## config.mk

```make
export PLATFORM = sky130hd
export DESIGN_NAME = mpio_lines
export DESIGN_NICKNAME = d
export VERILOG_FILES = /design/src/verilog/mpio_pkg.sv /design/src/verilog/sync2.sv /design/src/verilog/line_driver.sv /design/src/verilog/mpio_lines.sv
export SDC_FILE = /design/constraint.sdc
export NUM_CORES = 1
export LEC_CHECK = 0
export BUFFER_PORTS_ARGS = -buffer_cell sky130_fd_sc_hd__buf_4
export CELL_PAD_IN_SITES_DETAIL_PLACEMENT = 0
export CELL_PAD_IN_SITES_GLOBAL_PLACEMENT = 1
export CORE_ASPECT_RATIO = 1.1
export CORE_UTILIZATION = 44
export DETAILED_ROUTE_END_ITERATION = 7
export PLACE_DENSITY_LB_ADDON = 0.3
export SLEW_MARGIN = 20
export SYNTH_ARGS = -nofsm -noshare
export SYNTH_HDL_FRONTEND = slang
export SYNTH_SLANG_ARGS = --single-unit
```

## constraint.sdc

```tcl
create_clock -name pclk -period 4.2 [get_ports pclk]
set_input_delay 0.21 -clock pclk [delete_from_list [all_inputs] [get_ports pclk]]
set_output_delay 0.21 -clock pclk [all_outputs]
set_load 0.02 [all_outputs]
```

## src/verilog/mpio_pkg.sv

```systemverilog
package mpio_pkg;

	// ------------------------------------------------------------
	// Bus and register map
	// ------------------------------------------------------------
	localparam int ADDR_W = 16;
	localparam int DATA_W = 32;
	localparam int MODE_W = 12;
	localparam int LINES = 2;
	localparam logic [ADDR_W-1:0] LINE0_MODE_SELECT_OFS = 16'hb860;
	localparam logic [ADDR_W-1:0] LINE1_MODE_SELECT_OFS = 16'hb864;
	localparam logic [ADDR_W-1:0] LINE0_MODE_ACTIVE_OFS = 16'hb868;
	localparam logic [ADDR_W-1:0] LINE1_MODE_ACTIVE_OFS = 16'hb86c;
	localparam logic [ADDR_W-1:0] ASYNC_LINE_LEVELS_OFS = 16'hb874;

	// ------------------------------------------------------------
	// Line mode codes
	// ------------------------------------------------------------
	localparam logic [MODE_W-1:0] MODE_OFF = 12'h000;
	localparam logic [MODE_W-1:0] MODE_ASYNC_IN = 12'h001;
	localparam logic [MODE_W-1:0] MODE_ASYNC_OUT = 12'h002;
	localparam logic [MODE_W-1:0] MODE_DIGITAL_IN = 12'h004;
	localparam logic [MODE_W-1:0] MODE_TRIGGER_IN = 12'h010;
	localparam logic [MODE_W-1:0] MODE_TRIGGER_OUT = 12'h020;
	localparam logic [MODE_W-1:0] MODE_OVERRANGE_OUT = 12'h040;
	localparam logic [MODE_W-1:0] MODE_RUN_INDICATOR = 12'h100;
	localparam logic [MODE_W-1:0] MODE_ARM_INDICATOR = 12'h200;
	localparam logic [MODE_W-1:0] MODE_EARLY_TRIGGER_OUT = 12'h400;
	localparam logic [MODE_W-1:0] MODE_EARLY_TRIGGER_OUT_UNARMED = 12'h800;
	localparam logic [MODE_W-1:0] MODE_RESET = MODE_OFF;

	// ------------------------------------------------------------
	// Sample stream layout
	// ------------------------------------------------------------
	localparam int SAMPLE_W = 16;
	localparam int ADC_BITS = 12;
	localparam int DIG_BIT0 = 14;
	localparam int DIG_BIT1 = 15;

	// Shared selection of the level that a line in a given mode drives
	typedef enum logic [2:0] {
		SRC_NONE, SRC_ASYNC, SRC_TRIG, SRC_OVR, SRC_RUN, SRC_ARM, SRC_EARLY, SRC_EARLY_ANY
	} drive_src_t;

	function automatic logic mode_valid(input logic [MODE_W-1:0] m);
		return m inside {MODE_OFF, MODE_ASYNC_IN, MODE_ASYNC_OUT, MODE_DIGITAL_IN,
			MODE_TRIGGER_IN, MODE_TRIGGER_OUT, MODE_OVERRANGE_OUT, MODE_RUN_INDICATOR,
			MODE_ARM_INDICATOR, MODE_EARLY_TRIGGER_OUT, MODE_EARLY_TRIGGER_OUT_UNARMED};
	endfunction

	function automatic logic mode_reads_input(input logic [MODE_W-1:0] m);
		return m inside {MODE_ASYNC_IN, MODE_TRIGGER_IN, MODE_DIGITAL_IN};
	endfunction

endpackage

```

## src/verilog/sync2.sv

```systemverilog
`timescale 1ns/10ps
// Two-stage synchroniser; first stage feeds only the second
module sync2 import mpio_pkg::*; #(
	parameter int W = LINES
) (
	input wire logic pclk,
	input wire logic presetn,
	input wire logic [W-1:0] d,
	output logic [W-1:0] q
);
	logic [W-1:0] meta_reg;

	// Metastability guard
	always_ff @(posedge pclk or negedge presetn) begin
		if (!presetn) begin
			meta_reg <= '0;
			q <= '0;
		end else begin
			meta_reg <= d;
			q <= meta_reg;
		end
	end
endmodule

```

## src/verilog/line_driver.sv

```systemverilog
`timescale 1ns/10ps
// Per-line output stage: picks one status level by active mode
module line_driver import mpio_pkg::*; (
	input wire logic pclk,
	input wire logic presetn,
	input wire logic [MODE_W-1:0] mode,
	input wire logic async_level,
	input wire logic trig_level,
	input wire logic ovr_level,
	input wire logic run_level,
	input wire logic arm_level,
	input wire logic early_level,
	input wire logic early_any_level,
	output logic line_out,
	output logic line_oe
);
	drive_src_t src;

	// Mode decode to a drive source
	always_comb begin
		unique case (mode)
			MODE_ASYNC_OUT: src = SRC_ASYNC;
			MODE_TRIGGER_OUT: src = SRC_TRIG;
			MODE_OVERRANGE_OUT: src = SRC_OVR;
			MODE_RUN_INDICATOR: src = SRC_RUN;
			MODE_ARM_INDICATOR: src = SRC_ARM;
			MODE_EARLY_TRIGGER_OUT: src = SRC_EARLY;
			MODE_EARLY_TRIGGER_OUT_UNARMED: src = SRC_EARLY_ANY;
			default: src = SRC_NONE;
		endcase
	end

	// Registered pin drive; off and input modes leave the pin floating
	always_ff @(posedge pclk or negedge presetn) begin
		if (!presetn) begin
			line_out <= 1'b0;
			line_oe <= 1'b0;
		end else begin
			line_oe <= (src != SRC_NONE);
			unique case (src)
				SRC_ASYNC: line_out <= async_level;
				SRC_TRIG: line_out <= trig_level;
				SRC_OVR: line_out <= ovr_level;
				SRC_RUN: line_out <= run_level;
				SRC_ARM: line_out <= arm_level;
				SRC_EARLY: line_out <= early_level;
				SRC_EARLY_ANY: line_out <= early_any_level;
				SRC_NONE: line_out <= 1'b0;
			endcase
		end
	end
endmodule

```

## src/verilog/mpio_lines.sv

```systemverilog
// Design decision made here: the APB register port.
`timescale 1ns/10ps
//
// Operation
// - Each line holds one mode; off tristates the pin and is the reset mode.
// - Code 1 is async input, code 2 async output, both via level register.
// - Digital input puts line0 and line1 levels into sample bits 14 and 15.
// - Any line in digital input mode stops sign extension of samples.
// - Trigger input: line0 feeds ext trigger source 1, line1 source 2.
// - Trigger output: high from trigger detection until post counter reaches zero.
// - In FIFO acquisition, trigger output stays high until FIFO mode stops.
// - Overrange output follows channel 0 on line0, channel 1 on line1.
// - Run indicator is high while acquisition runs, low when stopped.
// - Arm indicator high only while armed and waiting for trigger.
// - Early trigger output rises on a qualifying event when armed, to counter zero.
// - Unarmed early trigger output behaves likewise without checking armed state.
// - Written modes apply only at the next start or setup commit command.
// - Level register bit 0 is line0, bit 1 is line1.
// - Level register reads and writes act on the lines at once.
// - Reading a line driven as output returns its present driven level.
// - Trigger and digital input modes also report input level on read.
//
module mpio_lines import mpio_pkg::*; (
	input wire logic pclk,
	input wire logic presetn,
	input wire logic psel,
	input wire logic penable,
	input wire logic pwrite,
	input wire logic [ADDR_W-1:0] paddr,
	input wire logic [DATA_W-1:0] pwdata,
	output logic [DATA_W-1:0] prdata,
	output logic pready,
	output logic pslverr,
	input wire logic card_start_cmd,
	input wire logic setup_commit_cmd,
	input wire logic acq_running,
	input wire logic acq_armed,
	input wire logic trigger_detected,
	input wire logic postcount_zero,
	input wire logic fifo_mode,
	input wire logic fifo_stop,
	input wire logic early_trigger_event,
	input wire logic [LINES-1:0] overrange,
	input wire logic [SAMPLE_W-1:0] sample_in,
	input wire logic sample_in_valid,
	input wire logic [LINES-1:0] line_in,
	output logic [LINES-1:0] line_out,
	output logic [LINES-1:0] line_oe,
	output logic ext_trigger_src1,
	output logic ext_trigger_src2,
	output logic [SAMPLE_W-1:0] sample_out,
	output logic sample_out_valid
);
	// ------------------------------------------------------------
	// Internal state
	// ------------------------------------------------------------
	logic [MODE_W-1:0] pend_mode_reg [LINES];
	logic [MODE_W-1:0] act_mode_reg [LINES];
	logic [LINES-1:0] async_out_reg;
	logic [LINES-1:0] line_sync;
	logic [LINES-1:0] digin_act;
	logic [LINES-1:0] trigin_act;
	logic [LINES-1:0] level_read;
	logic trig_hold_reg;
	logic early_hold_reg;
	logic early_any_reg;
	logic arm_level;
	logic commit;
	logic setup_phase;
	logic wr_take;
	logic [DATA_W-1:0] rdata_next;
	logic err_next;

	assign commit = card_start_cmd | setup_commit_cmd;
	assign setup_phase = psel & ~penable;
	assign wr_take = psel & penable & pready & pwrite;

	// ------------------------------------------------------------
	// Input synchroniser
	// ------------------------------------------------------------
	sync2 #(.W(LINES)) u_sync (
		.pclk(pclk),
		.presetn(presetn),
		.d(line_in),
		.q(line_sync)
	);

	// ------------------------------------------------------------
	// Mode registers
	// ------------------------------------------------------------
	// Pending modes; illegal codes are refused with pslverr and not stored
	always_ff @(posedge pclk or negedge presetn) begin
		if (!presetn) begin
			for (int i = 0; i < LINES; i++) begin
				pend_mode_reg[i] <= MODE_RESET;
			end
		end else if (wr_take && !pslverr) begin
			if (paddr == LINE0_MODE_SELECT_OFS) begin
				pend_mode_reg[0] <= pwdata[MODE_W-1:0];
			end
			if (paddr == LINE1_MODE_SELECT_OFS) begin
				pend_mode_reg[1] <= pwdata[MODE_W-1:0];
			end
		end
	end

	// Active modes move only on a start or commit; a same-cycle write waits
	always_ff @(posedge pclk or negedge presetn) begin
		if (!presetn) begin
			for (int i = 0; i < LINES; i++) begin
				act_mode_reg[i] <= MODE_RESET;
			end
		end else if (commit) begin
			for (int i = 0; i < LINES; i++) begin
				act_mode_reg[i] <= pend_mode_reg[i];
			end
		end
	end

	// Per-line mode flags used by several paths
	generate
		for (genvar g = 0; g < LINES; g++) begin : g_flag
			assign digin_act[g] = (act_mode_reg[g] == MODE_DIGITAL_IN);
			assign trigin_act[g] = (act_mode_reg[g] == MODE_TRIGGER_IN);
			// Output lines read back the pin drive, input lines the synced pin
			assign level_read[g] = line_oe[g] ? line_out[g] :
				(mode_reads_input(act_mode_reg[g]) & line_sync[g]);
		end
	endgenerate

	// ------------------------------------------------------------
	// Asynchronous level register
	// ------------------------------------------------------------
	// Written straight through, no tie to sampling; bit i is line i
	always_ff @(posedge pclk or negedge presetn) begin
		if (!presetn) begin
			async_out_reg <= '0;
		end else if (wr_take && paddr == ASYNC_LINE_LEVELS_OFS) begin
			async_out_reg <= pwdata[LINES-1:0];
		end
	end

	// ------------------------------------------------------------
	// Trigger-related levels
	// ------------------------------------------------------------
	// Set wins over clear: a new trigger in the zero cycle keeps it high
	always_ff @(posedge pclk or negedge presetn) begin
		if (!presetn) begin
			trig_hold_reg <= 1'b0;
		end else if (trigger_detected) begin
			trig_hold_reg <= 1'b1;
		end else if (fifo_mode ? fifo_stop : postcount_zero) begin
			trig_hold_reg <= 1'b0;
		end
	end

	// Early output, armed-qualified
	always_ff @(posedge pclk or negedge presetn) begin
		if (!presetn) begin
			early_hold_reg <= 1'b0;
		end else if (early_trigger_event && acq_armed) begin
			early_hold_reg <= 1'b1;
		end else if (postcount_zero) begin
			early_hold_reg <= 1'b0;
		end
	end

	// Early output without the arm check; may flag events that never record
	always_ff @(posedge pclk or negedge presetn) begin
		if (!presetn) begin
			early_any_reg <= 1'b0;
		end else if (early_trigger_event) begin
			early_any_reg <= 1'b1;
		end else if (postcount_zero) begin
			early_any_reg <= 1'b0;
		end
	end

	// Armed means running, past pretrigger and no trigger seen yet
	assign arm_level = acq_running & acq_armed & ~trig_hold_reg;

	// ------------------------------------------------------------
	// Pin drivers
	// ------------------------------------------------------------
	generate
		for (genvar g = 0; g < LINES; g++) begin : g_line
			line_driver u_drv (
				.pclk(pclk),
				.presetn(presetn),
				.mode(act_mode_reg[g]),
				.async_level(async_out_reg[g]),
				.trig_level(trig_hold_reg),
				.ovr_level(overrange[g]),
				.run_level(acq_running),
				.arm_level(arm_level),
				.early_level(early_hold_reg),
				.early_any_level(early_any_reg),
				.line_out(line_out[g]),
				.line_oe(line_oe[g])
			);
		end
	endgenerate

	// ------------------------------------------------------------
	// Extra trigger sources
	// ------------------------------------------------------------
	// Gating by the trigger masks happens downstream
	always_ff @(posedge pclk or negedge presetn) begin
		if (!presetn) begin
			ext_trigger_src1 <= 1'b0;
			ext_trigger_src2 <= 1'b0;
		end else begin
			ext_trigger_src1 <= trigin_act[0] & line_sync[0];
			ext_trigger_src2 <= trigin_act[1] & line_sync[1];
		end
	end

	// ------------------------------------------------------------
	// Sample stream merge
	// ------------------------------------------------------------
	// Bits above the converter width carry sign unless a digital line is on
	always_ff @(posedge pclk or negedge presetn) begin
		if (!presetn) begin
			sample_out <= '0;
			sample_out_valid <= 1'b0;
		end else begin
			sample_out_valid <= sample_in_valid;
			if (sample_in_valid) begin
				if (|digin_act) begin
					sample_out <= SAMPLE_W'(sample_in[ADC_BITS-1:0]);
					sample_out[DIG_BIT0] <= digin_act[0] & line_sync[0];
					sample_out[DIG_BIT1] <= digin_act[1] & line_sync[1];
				end else begin
					sample_out <= {{(SAMPLE_W-ADC_BITS){sample_in[ADC_BITS-1]}},
						sample_in[ADC_BITS-1:0]};
				end
			end
		end
	end

	// ------------------------------------------------------------
	// APB slave
	// ------------------------------------------------------------
	// Read mux and decode; unmapped or illegal mode writes give pslverr
	always_comb begin
		rdata_next = '0;
		err_next = 1'b0;
		unique case (paddr)
			LINE0_MODE_SELECT_OFS: begin
				rdata_next[MODE_W-1:0] = pend_mode_reg[0];
				err_next = pwrite & ~mode_valid(pwdata[MODE_W-1:0]);
			end
			LINE1_MODE_SELECT_OFS: begin
				rdata_next[MODE_W-1:0] = pend_mode_reg[1];
				err_next = pwrite & ~mode_valid(pwdata[MODE_W-1:0]);
			end
			LINE0_MODE_ACTIVE_OFS: begin
				rdata_next[MODE_W-1:0] = act_mode_reg[0];
				err_next = pwrite;
			end
			LINE1_MODE_ACTIVE_OFS: begin
				rdata_next[MODE_W-1:0] = act_mode_reg[1];
				err_next = pwrite;
			end
			ASYNC_LINE_LEVELS_OFS: begin
				rdata_next[LINES-1:0] = level_read;
			end
			default: begin
				err_next = 1'b1;
			end
		endcase
	end

	// One access cycle per transfer; answer registered at the setup cycle
	always_ff @(posedge pclk or negedge presetn) begin
		if (!presetn) begin
			pready <= 1'b0;
			pslverr <= 1'b0;
			prdata <= '0;
		end else begin
			pready <= setup_phase;
			pslverr <= setup_phase & err_next;
			if (setup_phase) begin
				prdata <= pwrite ? '0 : rdata_next;
			end
		end
	end

	// ------------------------------------------------------------
	// Checks
	// ------------------------------------------------------------
	property p_off_tristate;
		@(posedge pclk) disable iff (!presetn)
		(act_mode_reg[0] == MODE_OFF) |=> !line_oe[0];
	endproperty
	a_off_tristate: assert property (p_off_tristate) else $error("line0 driven while off");

	property p_mode_hold;
		@(posedge pclk) disable iff (!presetn)
		!commit |=> $stable(act_mode_reg[0]) && $stable(act_mode_reg[1]);
	endproperty
	a_mode_hold: assert property (p_mode_hold) else $error("mode changed without commit");

	property p_async_drive;
		@(posedge pclk) disable iff (!presetn)
		(act_mode_reg[1] == MODE_ASYNC_OUT) ##1 (act_mode_reg[1] == MODE_ASYNC_OUT)
			|-> line_oe[1] && line_out[1] == $past(async_out_reg[1]);
	endproperty
	a_async_drive: assert property (p_async_drive) else $error("async out level wrong");

	property p_digin_bits;
		@(posedge pclk) disable iff (!presetn)
		(sample_in_valid && digin_act[0]) |=> sample_out[DIG_BIT0] == $past(line_sync[0]);
	endproperty
	a_digin_bits: assert property (p_digin_bits) else $error("digital bit 14 wrong");

	property p_no_sign;
		@(posedge pclk) disable iff (!presetn)
		(sample_in_valid && digin_act == 2'b01) |=> sample_out[DIG_BIT0-1:ADC_BITS] == '0;
	endproperty
	a_no_sign: assert property (p_no_sign) else $error("sign extension with digital input");

	property p_trigin;
		@(posedge pclk) disable iff (!presetn)
		!trigin_act[1] |=> !ext_trigger_src2;
	endproperty
	a_trigin: assert property (p_trigin) else $error("src2 active outside trigger input");

	property p_trig_clear;
		@(posedge pclk) disable iff (!presetn)
		(postcount_zero && !fifo_mode && !trigger_detected) |=> !trig_hold_reg;
	endproperty
	a_trig_clear: assert property (p_trig_clear) else $error("trigger out not cleared");

	property p_fifo_hold;
		@(posedge pclk) disable iff (!presetn)
		(trig_hold_reg && fifo_mode && !fifo_stop) |=> trig_hold_reg;
	endproperty
	a_fifo_hold: assert property (p_fifo_hold) else $error("fifo trigger out dropped");

	property p_run_ind;
		@(posedge pclk) disable iff (!presetn)
		(act_mode_reg[0] == MODE_RUN_INDICATOR) ##1 (act_mode_reg[0] == MODE_RUN_INDICATOR)
			|-> line_out[0] == $past(acq_running);
	endproperty
	a_run_ind: assert property (p_run_ind) else $error("run indicator mismatch");

	property p_early_armed;
		@(posedge pclk) disable iff (!presetn)
		(!early_hold_reg && !(early_trigger_event && acq_armed)) |=> !early_hold_reg;
	endproperty
	a_early_armed: assert property (p_early_armed) else $error("early out set while unarmed");

	property p_read_out;
		@(posedge pclk) disable iff (!presetn)
		(setup_phase && !pwrite && paddr == ASYNC_LINE_LEVELS_OFS && line_oe[1])
			|=> prdata[1] == $past(line_out[1]) && pready;
	endproperty
	a_read_out: assert property (p_read_out) else $error("level read of output wrong");
endmodule

```

Yosys cells after proc, flatten, opt, wreduce, memory -nomap -nowiden
Index checks and enable logic that the tools add are counted.
Word-level totals
  register bits: 114
  latch bits: 0
  bits in writable memories: 0
  ROM bits: 0
  input bits: 83
  output and inout bits: 57
  logic and storage cells: 125
  memories kept: 0
Cells by class
  add/subtract/negate cells: 0
  $mul: 0
  div/mod/pow operators: 0
  magnitude comparators: 0
  equality and inequality tests: 49
  shift-type cells: 0
  muxes and demuxes: 17
  bitwise operators: 18
  reductions and logical operators: 20
Operators with widths (count)
  == test 16 bit (second input constant): 5
  one-hot mux 3 bit (7 select lines): 2
  one-hot mux 10 bit (4 select lines): 1
  == test 12 x 1 -> 1 bit (second input constant): 3
  == test 12 x 10 -> 1 bit (second input constant): 3
  == test 12 x 11 -> 1 bit (second input constant): 3
  == test 12 bit (second input constant): 3
  == test 12 x 2 -> 1 bit (second input constant): 3
  == test 12 x 3 -> 1 bit (second input constant): 3
  == test 12 x 5 -> 1 bit (second input constant): 3
  == test 12 x 6 -> 1 bit (second input constant): 3
  == test 12 x 7 -> 1 bit (second input constant): 3
  == test 12 x 9 -> 1 bit (second input constant): 3
  == test 3 bit (second input constant): 8
  2-to-1 mux 16 bit: 1
  one-hot mux 1 bit (8 select lines): 2
  AND 1 bit: 14
  == test 3 x 2 -> 1 bit (second input constant): 4
  zero test 12 bit: 1
  2-to-1 mux 12 bit: 1
  nonzero test 3 bit: 4
  nonzero test 11 bit: 1
  one-hot mux 2 bit (5 select lines): 1
  2-to-1 mux 1 bit: 8
  10 further kinds: 21

Depth between registers and ports, before layout
Gate-level depths: netlist of run 1.
  depth in word-level cells: 6
  depth in mapped cells: 7

Hierarchy
Synthesis of run 1 repeated with hierarchy kept, for this count alone.
Second synthesis, totals
  cell total of the unflattened synthesis: 435
  area total of the unflattened synthesis: 5098.6 µm²
By module, submodules not included
  mpio_lines: instances 1, cells each 315, area an instance 4102.7 µm²
  line_driver: instances 2, cells each 58, area an instance 447.9 µm²
  sync2: instances 1, cells each 4, area an instance 100.1 µm²

Least setup slack after synthesis of run 1
OpenSTA, ideal clock, no wires.
  kind: register -> register
  start: reg act_mode_reg[15] (netlist name)
  end: reg g_line[0].u_drv.line_out
  data arrival time: 1877 ps
  required time: 4101 ps
  slack: 2224 ps
  cell stages (with the launch flop): 7
  buffers on the path: 0
  cell sequence: dfrtp_1 nor4_2 nand3_1 o41a_1 mux2i_1 a22o_1 a311oi_1
Between the ends
  cells in the longest elaborated chain, start to end: 4
  elaborated cells on any way between the ends: 17
Ends and longest elaborated chain
  start: declaration: RTL line mpio_lines.sv:58  | logic [MODE_W-1:0] act_mode_reg [LINES];
  start signal: indexed assignment: RTL line mpio_lines.sv:115  | act_mode_reg[i] <= pend_mode_reg[i];
  == test 12 bit, or another cell as far along: RTL line line_driver.sv:21  | unique case (mode)
  one-hot mux 3 bit (7 select lines) *: RTL line line_driver.sv:21
  == test 3 bit, or another cell as far along: RTL line line_driver.sv:40  | unique case (src)
  one-hot mux 1 bit (8 select lines) *: RTL line line_driver.sv:40
  end signal: assignment: RTL line line_driver.sv:41  | SRC_ASYNC: line_out <= async_level;
  end signal: assignment: RTL line line_driver.sv:42  | SRC_TRIG: line_out <= trig_level;
  end signal: assignment: RTL line line_driver.sv:43  | SRC_OVR: line_out <= ovr_level;
  end: declaration: RTL line line_driver.sv:14  | output logic line_out,
Every way passes the cells marked *; elsewhere a longest branch is shown, timed or not.
A chain may end at the register's enable or synchronous reset.

Final worst setup path of run 1
  start: reg act_mode_reg[2] (netlist name)
  end: reg g_line[1].u_drv.line_out
Between the ends
  cells in the longest elaborated chain, start to end: 4
  elaborated cells on any way between the ends: 17
Ends and longest elaborated chain (RTL line)
  == test 12 bit, or another cell as far along: line_driver.sv:21
  one-hot mux 3 bit (7 select lines) *: line_driver.sv:21
  == test 3 bit, or another cell as far along: line_driver.sv:40
  one-hot mux 1 bit (8 select lines) *: line_driver.sv:40
  end signal: assignment: line_driver.sv:41
  end signal: assignment: line_driver.sv:42
  end signal: assignment: line_driver.sv:43
  end: declaration: line_driver.sv:14
Marked as above.

==> results of run 1 <==
[what timing repair did]
action                     CTS  global route
hold buffers                 3             0
hold endpoints to repair    60             0
setup endpoints to repair    0             0
[logic make-up (layout without fill, tap and decap cells)]
| logic type | after synthesis | count (layout) | synth area share [%] |
|---|---|---|---|
| adders and majority gates | 2 | 2 | 0.4129 |
| muxes | 85 | 85 | 22.37 |
| AOI/OAI and AO/OA | 49 | 49 | 7.020 |
| xor gates and xnor gates | 11 | 11 | 1.987 |
| buffers and inverters | 67 | 132 | 7.845 |
| DFF | 93 | 93 | 48.00 |
| other | 1 | 20 | 0.07735 |
| and+or+nand+nor | 98 | 98 | 12.28 |
[worst max-delay path: cells and delay by family (launching register included)]
kind            cells  cell delay, ns
compound gates      1            0.35
flops               1            0.46
mux                 3            0.65
simple gates        2            0.84
[power by group through the flow]
| stage | registers, mW | logic [mW] | clock network (mW) |
|---|---|---|---|
| 4_1_cts | 0.927 | 0.193 | 0.967 |
| 3_3_place_gp | 0.943 | 0.187 | 0 |
| 6_report | 0.927 | 0.190 | 0.953 |
| 2_1_floorplan | 0.962 | 0.0812 | 0 |
| 3_5_place_dp | 0.944 | 0.190 | 0 |
| 5_1_grt | 0.930 | 0.208 | 1.01 |
[stage by stage]
step / util [%] / worst slack, ns
floorplan: - / 2.224
global placement: 52.27 / 1.788
detailed placement: 52.27 / 1.742
CTS: 55.88 / 1.804
global route: 55.88 / 1.578
finish: 55.88 / 1.767
[synth_stat cells, types with 2 or more instances]
cell	number	area share, %
buf_4	28	4.3
clkbuf_1	14	1.1
nor2b_1	2	0.26
nor2_1	17	1.3
a22oi_1	2	0.31
mux2_2	64	15
maj3_1	2	0.41
buf_2	7	0.72
nand4_1	5	0.65
nand2b_1	2	0.26
a21o_1	2	0.31
o21ai_0	16	1.7
nor4_1	6	0.77
a21oi_1	12	1.2
buf_6	2	0.46
xnor2_1	7	1.3
xor2_1	4	0.72
nor4b_2	2	0.62
a311oi_1	2	0.36
and2_2	2	0.31
nor3_1	7	0.72
or4_1	3	0.46
or4_4	2	0.46
dfrtp_1	93	48
mux4_2	11	5.1
nor4_2	2	0.52
nand2_1	22	1.7
nor4b_1	5	0.90
or3_1	5	0.65
a22o_1	2	0.36
nand3_1	3	0.31
mux2i_1	9	1.9
inv_1	16	1.2
[routing by layer]
layer	part of all wire, %	global-route usage (%)	up-vias
li1	-	-	1576
met1	43	27.21	1697
met2	47	31.90	125
met3	6.8	5.230	24
met4	3.5	9.810	0
met5	0	0	-
[path summary, 6_finish.rpt]
check	from	to	slack (ns)	cells after the start
setup / recovery	act_mode_reg[2]	g_line[1].u_drv.line_out	1.77	6
hold / removal	trigger_detected	trig_hold_reg	0.04	2
setup reg to reg	act_mode_reg[2]	g_line[1].u_drv.line_out	1.77	6
hold reg to reg	u_sync.meta_reg[0]	u_sync.q[0]	0.35	0
max in group asynchronous	presetn	g_line[1].u_drv.line_oe	2.82	3
min in group asynchronous	presetn	sample_out[4]	0.46	2
[layout make-up]
class / count / area, µm²
fill: 938 / 4651
sequential: 93 / 2327
multi-input combinational: 265 / 2215
timing repair buffer: 100 / 758.2
clock buffer: 9 / 225.2
tap: 143 / 178.9
clock inverter: 7 / 125.1
inverter: 16 / 60.06
==> results.toml, run 1 <==
[cts]
cts.repair.resized = 0
clkLatencyLatePin_ns = 0.35
numCtsBuffers = 9
clock_sinks = 93
clkTransAtPathRegs_ns = 0.07
root_buffer = "clkbuf_16"
cts.path.max_buffers = 2
cts_tree = "yes"
cts_setup_buffers = 0
htreeDepth = 3

[synth]
synth_seq_cells = 93
seq_area_frac_synth_pct = 48.00
synth_top_flop_cell = "dfrtp_1"
synth_area_um2 = 4848
async_flop_share_pct = 100.0
synth_cell_types = 61
synth_edf_count = 0
syn_inst = 406
yosys_warnings = 0
syn_area_per_cell_um2 = 11.94

[run]
cap_violations = 0

[setup_path]
crit_fanout = 7
crit_path_max_incr_delay_ns = 0.66
cp_slowest_cell = "nor4_1"
worst_ep_arrival_time_ns = 2.66
end_kind = "flip-flop"
crit_chain = "nor4_1 -> nand3_1 -> a21oi_2 -> mux2i_1 -> mux2i_1 -> mux2_2"
cp.required_ns = 4.42
crit_top_cell = "mux2i_1"
start_kind = "flip-flop"
worstSetupPathType = "flip-flop to flip-flop"

[drt]
drc = 0
drt-initial-drc-count = 102
routed_wirelength_mm = 10.80
ant_nets = 0
via_count = 3422
avgRoutedWirePerCell_um = 17.06
drtPass1Iterations = 4
vias_per_cell = 5.406

[sta]
slew_viol_final = 0
tightestPinTransition_ns = 0.7460
fmax_mhz = 411.1
worst_clock_skew_ns = 0.008784
final.period_utilization_pct = 57.92
layout_min_cycle_time_ns = 2.433
hold_viol_final = 0
whs_ns = 0.04080
setup_violations = 0
slew_headroom_pct = 50.27
setup_tns_ns = 0
rsz0062_at_grt = "no"

[placed_design]
gp_congestion = 0.8737
io_buffers = 95
dp_cells = 614
dp_hpwl_mm = 7.811
placed_area_um2 = 5509

[floorplanning]
rows = 39
die_h_um = 112.1
initial_core_util_pct = 46.00
core_um2 = 10540
io_pins = 140
dieArea_um2 = 11440
die_w_um = 102.1

[final_layout]
diodes = 0
stdcell_area_um2 = 5889
syn_to_final_growth_pct = 21.47
final_nets = 568
final_common_cell = "buf_4"
layoutNonFillerInstCount = 633
drive_above_1_share_pct = 42.45
final_cell_mix = "97 x buf_4, 93 x dfrtp_1, 64 x mux2_2, 22 x nand2_1, 20 x conb_1"

[power]
p_total_mw = 2.070
internal_power_mw = 1.591
p_leak_nw = 2.813
swShare_pct = 23.12
seqPwrFrac_pct = 44.8
pwr-share-clk_pct = 46.0
pwr-share-comb_pct = 9.2
power_density_nw_per_um2 = 351.4
vdd_drop_max_mv = 0.2214
switching_power_mw = 0.4785

[global_route]
antenna_found_initial = 0
grt_start_max_net_pins = 60
grt_overflow_total = 0
grt_pass1_wl_mm = 17.90
grt_usage_pct = 20.68
first_global_vias = 3457

[hold_path]
hold_class = "input pin to flip-flop"

[run_status]
status = "finished clean"
Note: power is estimated with default switching activity, not from simulation.
==> run 2, diff against run 1 <==
--- a/config.mk
+++ b/config.mk
@@ -5,11 +5,12 @@
 export SDC_FILE = /design/constraint.sdc
 export NUM_CORES = 1
 export LEC_CHECK = 0
+export ABC_AREA = 1
 export BUFFER_PORTS_ARGS = -buffer_cell sky130_fd_sc_hd__buf_4
 export CELL_PAD_IN_SITES_DETAIL_PLACEMENT = 0
 export CELL_PAD_IN_SITES_GLOBAL_PLACEMENT = 1
 export CORE_ASPECT_RATIO = 1.1
-export CORE_UTILIZATION = 44
+export CORE_UTILIZATION = 38
 export DETAILED_ROUTE_END_ITERATION = 7
 export PLACE_DENSITY_LB_ADDON = 0.3
 export SLEW_MARGIN = 20
==> constraint.sdc (replaced) <==
create_clock -name pclk -period 2.31 [get_ports pclk]
set_input_delay 0.1155 -clock pclk [delete_from_list [all_inputs] [get_ports pclk]]
set_output_delay 0.1155 -clock pclk [all_outputs]
set_load 0.02 [all_outputs]
==> run 2 against run 1 <==
  * Total power rose by 82%
  * Synthesized area rose by 7.9%
  * First-iteration DRC count rose to 2.9 times the previous value
  * Highest routed layer unchanged
  * Register-to-register slack got worse by 1.1 ns
  * Via count rose by 37%
  * Count of clock-buffer cells in the layout did not move
  * Die area rose by 24%
  * Combinational power rose to 3.0 times the previous value
==> results.toml, run 2 <==
[power]
swShare_pct = 28.92
pwr-share-comb_pct = 14.9
pwr-share-clk_pct = 39.1
p_leak_nw = 3.453
internal_power_mw = 2.674
vdd_drop_max_mv = 0.4795
power_density_nw_per_um2 = 579.0
seqPwrFrac_pct = 46.0
p_total_mw = 3.762
switching_power_mw = 1.088

[cts]
postCtsHoldBufs = 20
clock_sinks = 93
clkLatencyLatePin_ns = 0.35
cts_setup_buffers = 0
root_buffer = "clkbuf_16"
cts.repair.resized = 0
cts.path.max_buffers = 2
clkTransAtPathRegs_ns = 0.07
htreeDepth = 3
numCtsBuffers = 9
cts_tree = "yes"

[synth]
yosys-top-cells-area = "dfrtp_1 44%, nand2_1 14%, nand3_1 8.3%"
syn_inst = 679
synth_top_cell_by_area = "dfrtp_1"
synthTopCellsByCount = "194 x nand2_1, 93 x dfrtp_1, 87 x nand3_1, 78 x nor2_1, 67 x inv_1"
yosysMostFrequentCell = "nand2_1"
syn_area_per_cell_um2 = 7.706
synth_area_um2 = 5233
seq_area_frac_synth_pct = 44.48
synth_seq_cells = 93
synth_top_area_share_pct = 44.48
synth_cell_types = 33
async_flop_share_pct = 100.0
synth_edf_count = 0
synth_top_flop_cell = "dfrtp_1"
yosys_warnings = 0

[sta]
whs_ns = 0.002181
fin_ws_ns = 0.6349
layout_min_cycle_time_ns = 1.675
setup_violations = 0
slew_headroom_pct = 55.47
fmax_mhz = 597.0
hold_viol_final = 0
rsz0062_at_grt = "no"
final.period_utilization_pct = 72.51
tightestPinTransition_ns = 0.6680
setup_tns_ns = 0
slew_viol_final = 0
worst_clock_skew_ns = 0.009981

[setup_path]
crit_fanout = 7
cp.required_ns = 2.54
end_kind = "flip-flop"
start_kind = "flip-flop"
worstSetupPathType = "flip-flop to flip-flop"
worst_ep_arrival_time_ns = 1.91

[floorplanning]
die_h_um = 125.1
die_w_um = 113.9
initial_core_util_pct = 39.27
dieArea_um2 = 14240
io_pins = 140
core_um2 = 13320
rows = 44

[drt]
drc = 0
ant_nets = 0
drt-initial-drc-count = 299
via_count = 4677
vias_per_cell = 4.787
avgRoutedWirePerCell_um = 13.42
routed_wirelength_mm = 13.11
drtPass1Iterations = 5

[global_route]
grt_usage_pct = 19.34
grt_pass1_wl_mm = 21.76
grt_start_max_net_pins = 51
antenna_found_initial = 0
grt_overflow_total = 0
first_global_vias = 4491

[hold_path]
hold_class = "input pin to flip-flop"

[final_layout]
diodes = 0
stdcell_area_um2 = 6497
final_common_cell = "nand2_1"
final_cell_mix = "194 x nand2_1, 102 x buf_4, 93 x dfrtp_1, 87 x nand3_1, 77 x nor2_1"
drive_above_1_share_pct = 21.69
syn_to_final_growth_pct = 24.18
final_nets = 871
layoutNonFillerInstCount = 977
final_util_pct = 48.77

[placed_design]
dp_slack_ns = 0.6143
dp_hpwl_mm = 9.696
dp_cells = 941
gp_congestion = 0.8146
placed_area_um2 = 5996
io_buffers = 95

[run_status]
status = "finished clean"

[run]
cap_violations = 0
[run 2: changes by cell type in the layout (fill, tap and decap cells not counted), moves of 8 or more]
| cell | change |
|---|---|
| nor2_1 | +61 |
| mux4_2 | -11 |
| mux2i_1 | -9 |
| nand4_1 | +12 |
| nand3_1 | +84 |
| o21ai_2 | +22 |
| mux2_2 | -56 |
| nand2_1 | +172 |
| nor2_4 | +8 |
| inv_1 | +51 |
| dlygate4sd3_1 | +17 |
[run 2: power by group through the flow]
stage / clock network, mW / logic, mW / registers, mW
6_report: 1.47 / 0.561 / 1.73
2_1_floorplan: 0 / 0.299 / 1.79
5_1_grt: 1.56 / 0.628 / 1.74
3_5_place_dp: 0 / 0.536 / 1.76
3_3_place_gp: 0 / 0.526 / 1.76
4_1_cts: 1.52 / 0.565 / 1.73
[run 2: kinds of logic after synthesis]
family	synth area share [%]
AND/OR/NAND/NOR	35.22
buffers and inverters	10.88
flip-flops	44.48
AO/OA/AOI/OAI	7.628
multiplexers	1.722
other	0.07167
[run 2: worst max-delay path, stage by stage (launching register included)]
cell and delay [ns]:
dfrtp_1 0.42, nor2_1 0.22, nand2_1 0.13, nor2_1 0.22, nand2_1 0.19, inv_1 0.11
nand2_1 0.05, nand3_1 0.07, nand2_1 0.05, nand2_1 0.05, nand3_1 0.06
[run 2: path summary, 6_finish.rpt]
path / startpoint / end / slack, ns / cells past startpoint
max in group asynchronous: presetn / sample_out[0] / 1.25 / 3
max: act_mode_reg[14] / g_line[0].u_drv.line_out / 0.63 / 10
min: sample_in[7] / sample_out[7] / 0.002 / 3
min reg2reg: u_sync.meta_reg[1] / u_sync.q[1] / 0.35 / 0
min in group asynchronous: presetn / pready / 0.37 / 2
max reg2reg: act_mode_reg[14] / g_line[0].u_drv.line_out / 0.63 / 10
[run 2: final cells by class]
class | count | area [µm²]
clock buffers | 9 | 225.2
clock inverters | 7 | 76.32
fillers | 1315 | 6825
inverters | 70 | 262.8
multi-input cells | 492 | 2410
flip-flops and latches | 93 | 2327
well taps | 184 | 230.2
repair buffers | 122 | 965.9
[run 2: metal layers]
layer | part of all wire, % | track usage [%]
met1 | 46 | 25.27
met2 | 48 | 33.03
met3 | 3.9 | 2.472
met4 | 1.7 | 6.417
met5 | 0 | 0
==> run 3, diff against run 2 <==
==> constraint.sdc (replaced) <==
create_clock -name pclk -period 1.7 [get_ports pclk]
set_input_delay 0.085 -clock pclk [delete_from_list [all_inputs] [get_ports pclk]]
set_output_delay 0.085 -clock pclk [all_outputs]
set_load 0.02 [all_outputs]
==> run 3 against run 2 <==
  * Die area unchanged
  * Combinational power up 42%
  * Total power up 39%
  * Non-clock buffer count up 18
  * Design area up 3.4%
  * Clock power up 42%
  * Routed wire length up 1.7%
  * Worst setup slack worse by 0.45 ns
  * Register-to-register slack worse by 0.45 ns
  * Fmax up 10%
  * Critical path type unchanged
==> results.toml, run 3 (synthesis results as in run 2) <==
[run_status]
status = "finished clean"

[cts]
clkTransAtPathRegs_ns = 0.07
root_buffer = "clkbuf_16"
cts_tree = "yes"
numCtsBuffers = 9
clkLatencyLatePin_ns = 0.35
htreeDepth = 3
cts.path.max_buffers = 2
clock_sinks = 93

[final_layout]
final_nets = 889
diodes = 0
stdcell_area_um2 = 6721
final_cell_mix = "190 x nand2_1, 113 x buf_4, 93 x dfrtp_1, 87 x nand3_1, 68 x nor2_1"
layoutNonFillerInstCount = 995
final_util_pct = 50.45
drive_above_1_share_pct = 24.54
final_common_cell = "nand2_1"
nFillCells = 1333
regArea_um2 = 2327
syn_to_final_growth_pct = 28.46
multi_input_area_um2 = 2447

[global_route]
grt_overflow_total = 0
grt_start_max_net_pins = 41
antenna_found_initial = 0
grt_pass1_wl_mm = 22.34
grt_usage_pct = 19.76
first_global_vias = 4685

[setup_path]
worstSetupPathType = "flip-flop to flip-flop"
cp_slowest_cell = "dfrtp_1"
end_kind = "flip-flop"
start_kind = "flip-flop"
worst_ep_arrival_time_ns = 1.75
crit_chain = "nor2_1 -> nand2_1 -> nor2_4 -> nand2_1 -> nand2_2 -> nand2_1 -> nand2_1 -> nand2_1 -> nand3_1 -> nand3_1"
crit_top_cell = "nand2_1"
rrSetupSlack_ns = 0.18
crit_path_max_incr_delay_ns = 0.42
crit_fanout = 5
cp.required_ns = 1.94

[placed_design]
io_buffers = 95
placed_area_um2 = 6131
dp_slack_ns = 0.05607
gp_congestion = 0.8159
dp_cells = 954
dp_hpwl_mm = 10.00

[drt]
ant_nets = 0
vias_per_cell = 4.755
drc = 0
drtPass1Iterations = 6
routed_wirelength_mm = 13.33
drt-initial-drc-count = 332
avgRoutedWirePerCell_um = 13.40
via_count = 4731

[power]
swShare_pct = 27.96
p_leak_nw = 3.556
seqPwrFrac_pct = 44.9
pwr-share-clk_pct = 39.9
pwr-share-comb_pct = 15.2
internal_power_mw = 3.776
power_density_nw_per_um2 = 779.9
switching_power_mw = 1.466
vdd_drop_max_mv = 0.4707

[hold_path]
hold_class = "input pin to flip-flop"

[run]
cap_violations = 0

[floorplanning]
core_um2 = 13320
initial_core_util_pct = 39.27
dieArea_um2 = 14240
rows = 44
die_w_um = 113.9
io_pins = 140
die_h_um = 125.1

[sta]
whs_ns = 0.03194
fmax_mhz = 659.5
hold_viol_final = 0
slew_viol_final = 0
fin_ws_ns = 0.1838
worst_clock_skew_ns = 0.009099
layout_min_cycle_time_ns = 1.516
setup_violations = 0
final.period_utilization_pct = 89.19
-- run 3: through the flow --
step,TNS (ns),total power [mW]
2_1_floorplan,0,2.834
3_3_place_gp,0,3.120
3_5_place_dp,0,3.135
4_1_cts,0,5.279
5_1_grt,-0.002454,5.464
6_report,0,5.242
-- run 3: final cells by class --
class | instances | share of cell area, %
tap | 184 | 3.425
clock buffer | 9 | 3.351
clock inverter | 7 | 1.191
inverter | 70 | 3.909
sequential | 93 | 34.62
timing repair buffer | 140 | 17.09
multi-input combinational | 492 | 36.41
-- run 3: worst paths after layout --
path,start,to,cells past startpoint
max,act_mode_reg[3],g_line[1].u_drv.line_out,10
min,fifo_stop,trig_hold_reg,3
max reg2reg,act_mode_reg[3],g_line[1].u_drv.line_out,10
min reg2reg,u_sync.meta_reg[1],u_sync.q[1],0
max in group asynchronous,presetn,early_hold_reg,3
min in group asynchronous,presetn,sample_out[6],2
-- run 3: routing by layer --
metal | GRT usage [%] | wire length (µm) | up-vias
li1 | - | - | 2392
met1 | 26.73 | 6248 | 2210
met2 | 31.99 | 6293 | 113
met3 | 2.230 | 484 | 16
met4 | 8.556 | 305 | 0
met5 | 0 | 0 | -
-- run 3: critical path: cells and delay by family (launching register included) --
family,cells,cell delay [ns]
DFF,1,0.42
and+or+nand+nor,10,0.97
-- run 3: power groups by stage --
stage | Sequential (mW) | Combinational (mW) | Clock, mW
5_1_grt | 2.37 | 0.884 | 2.22
2_1_floorplan | 2.43 | 0.406 | 0
3_5_place_dp | 2.40 | 0.740 | 0
6_report | 2.35 | 0.794 | 2.09
4_1_cts | 2.35 | 0.784 | 2.14
3_3_place_gp | 2.39 | 0.728 | 0
-- run 3: what timing repair did --
action / in CTS / in global routing
hold buffers: 24 / 0
resized for setup: 0 / 14
setup endpoints to repair: 0 / 4
setup buffers: 0 / 1
hold endpoints to repair: 94 / 0
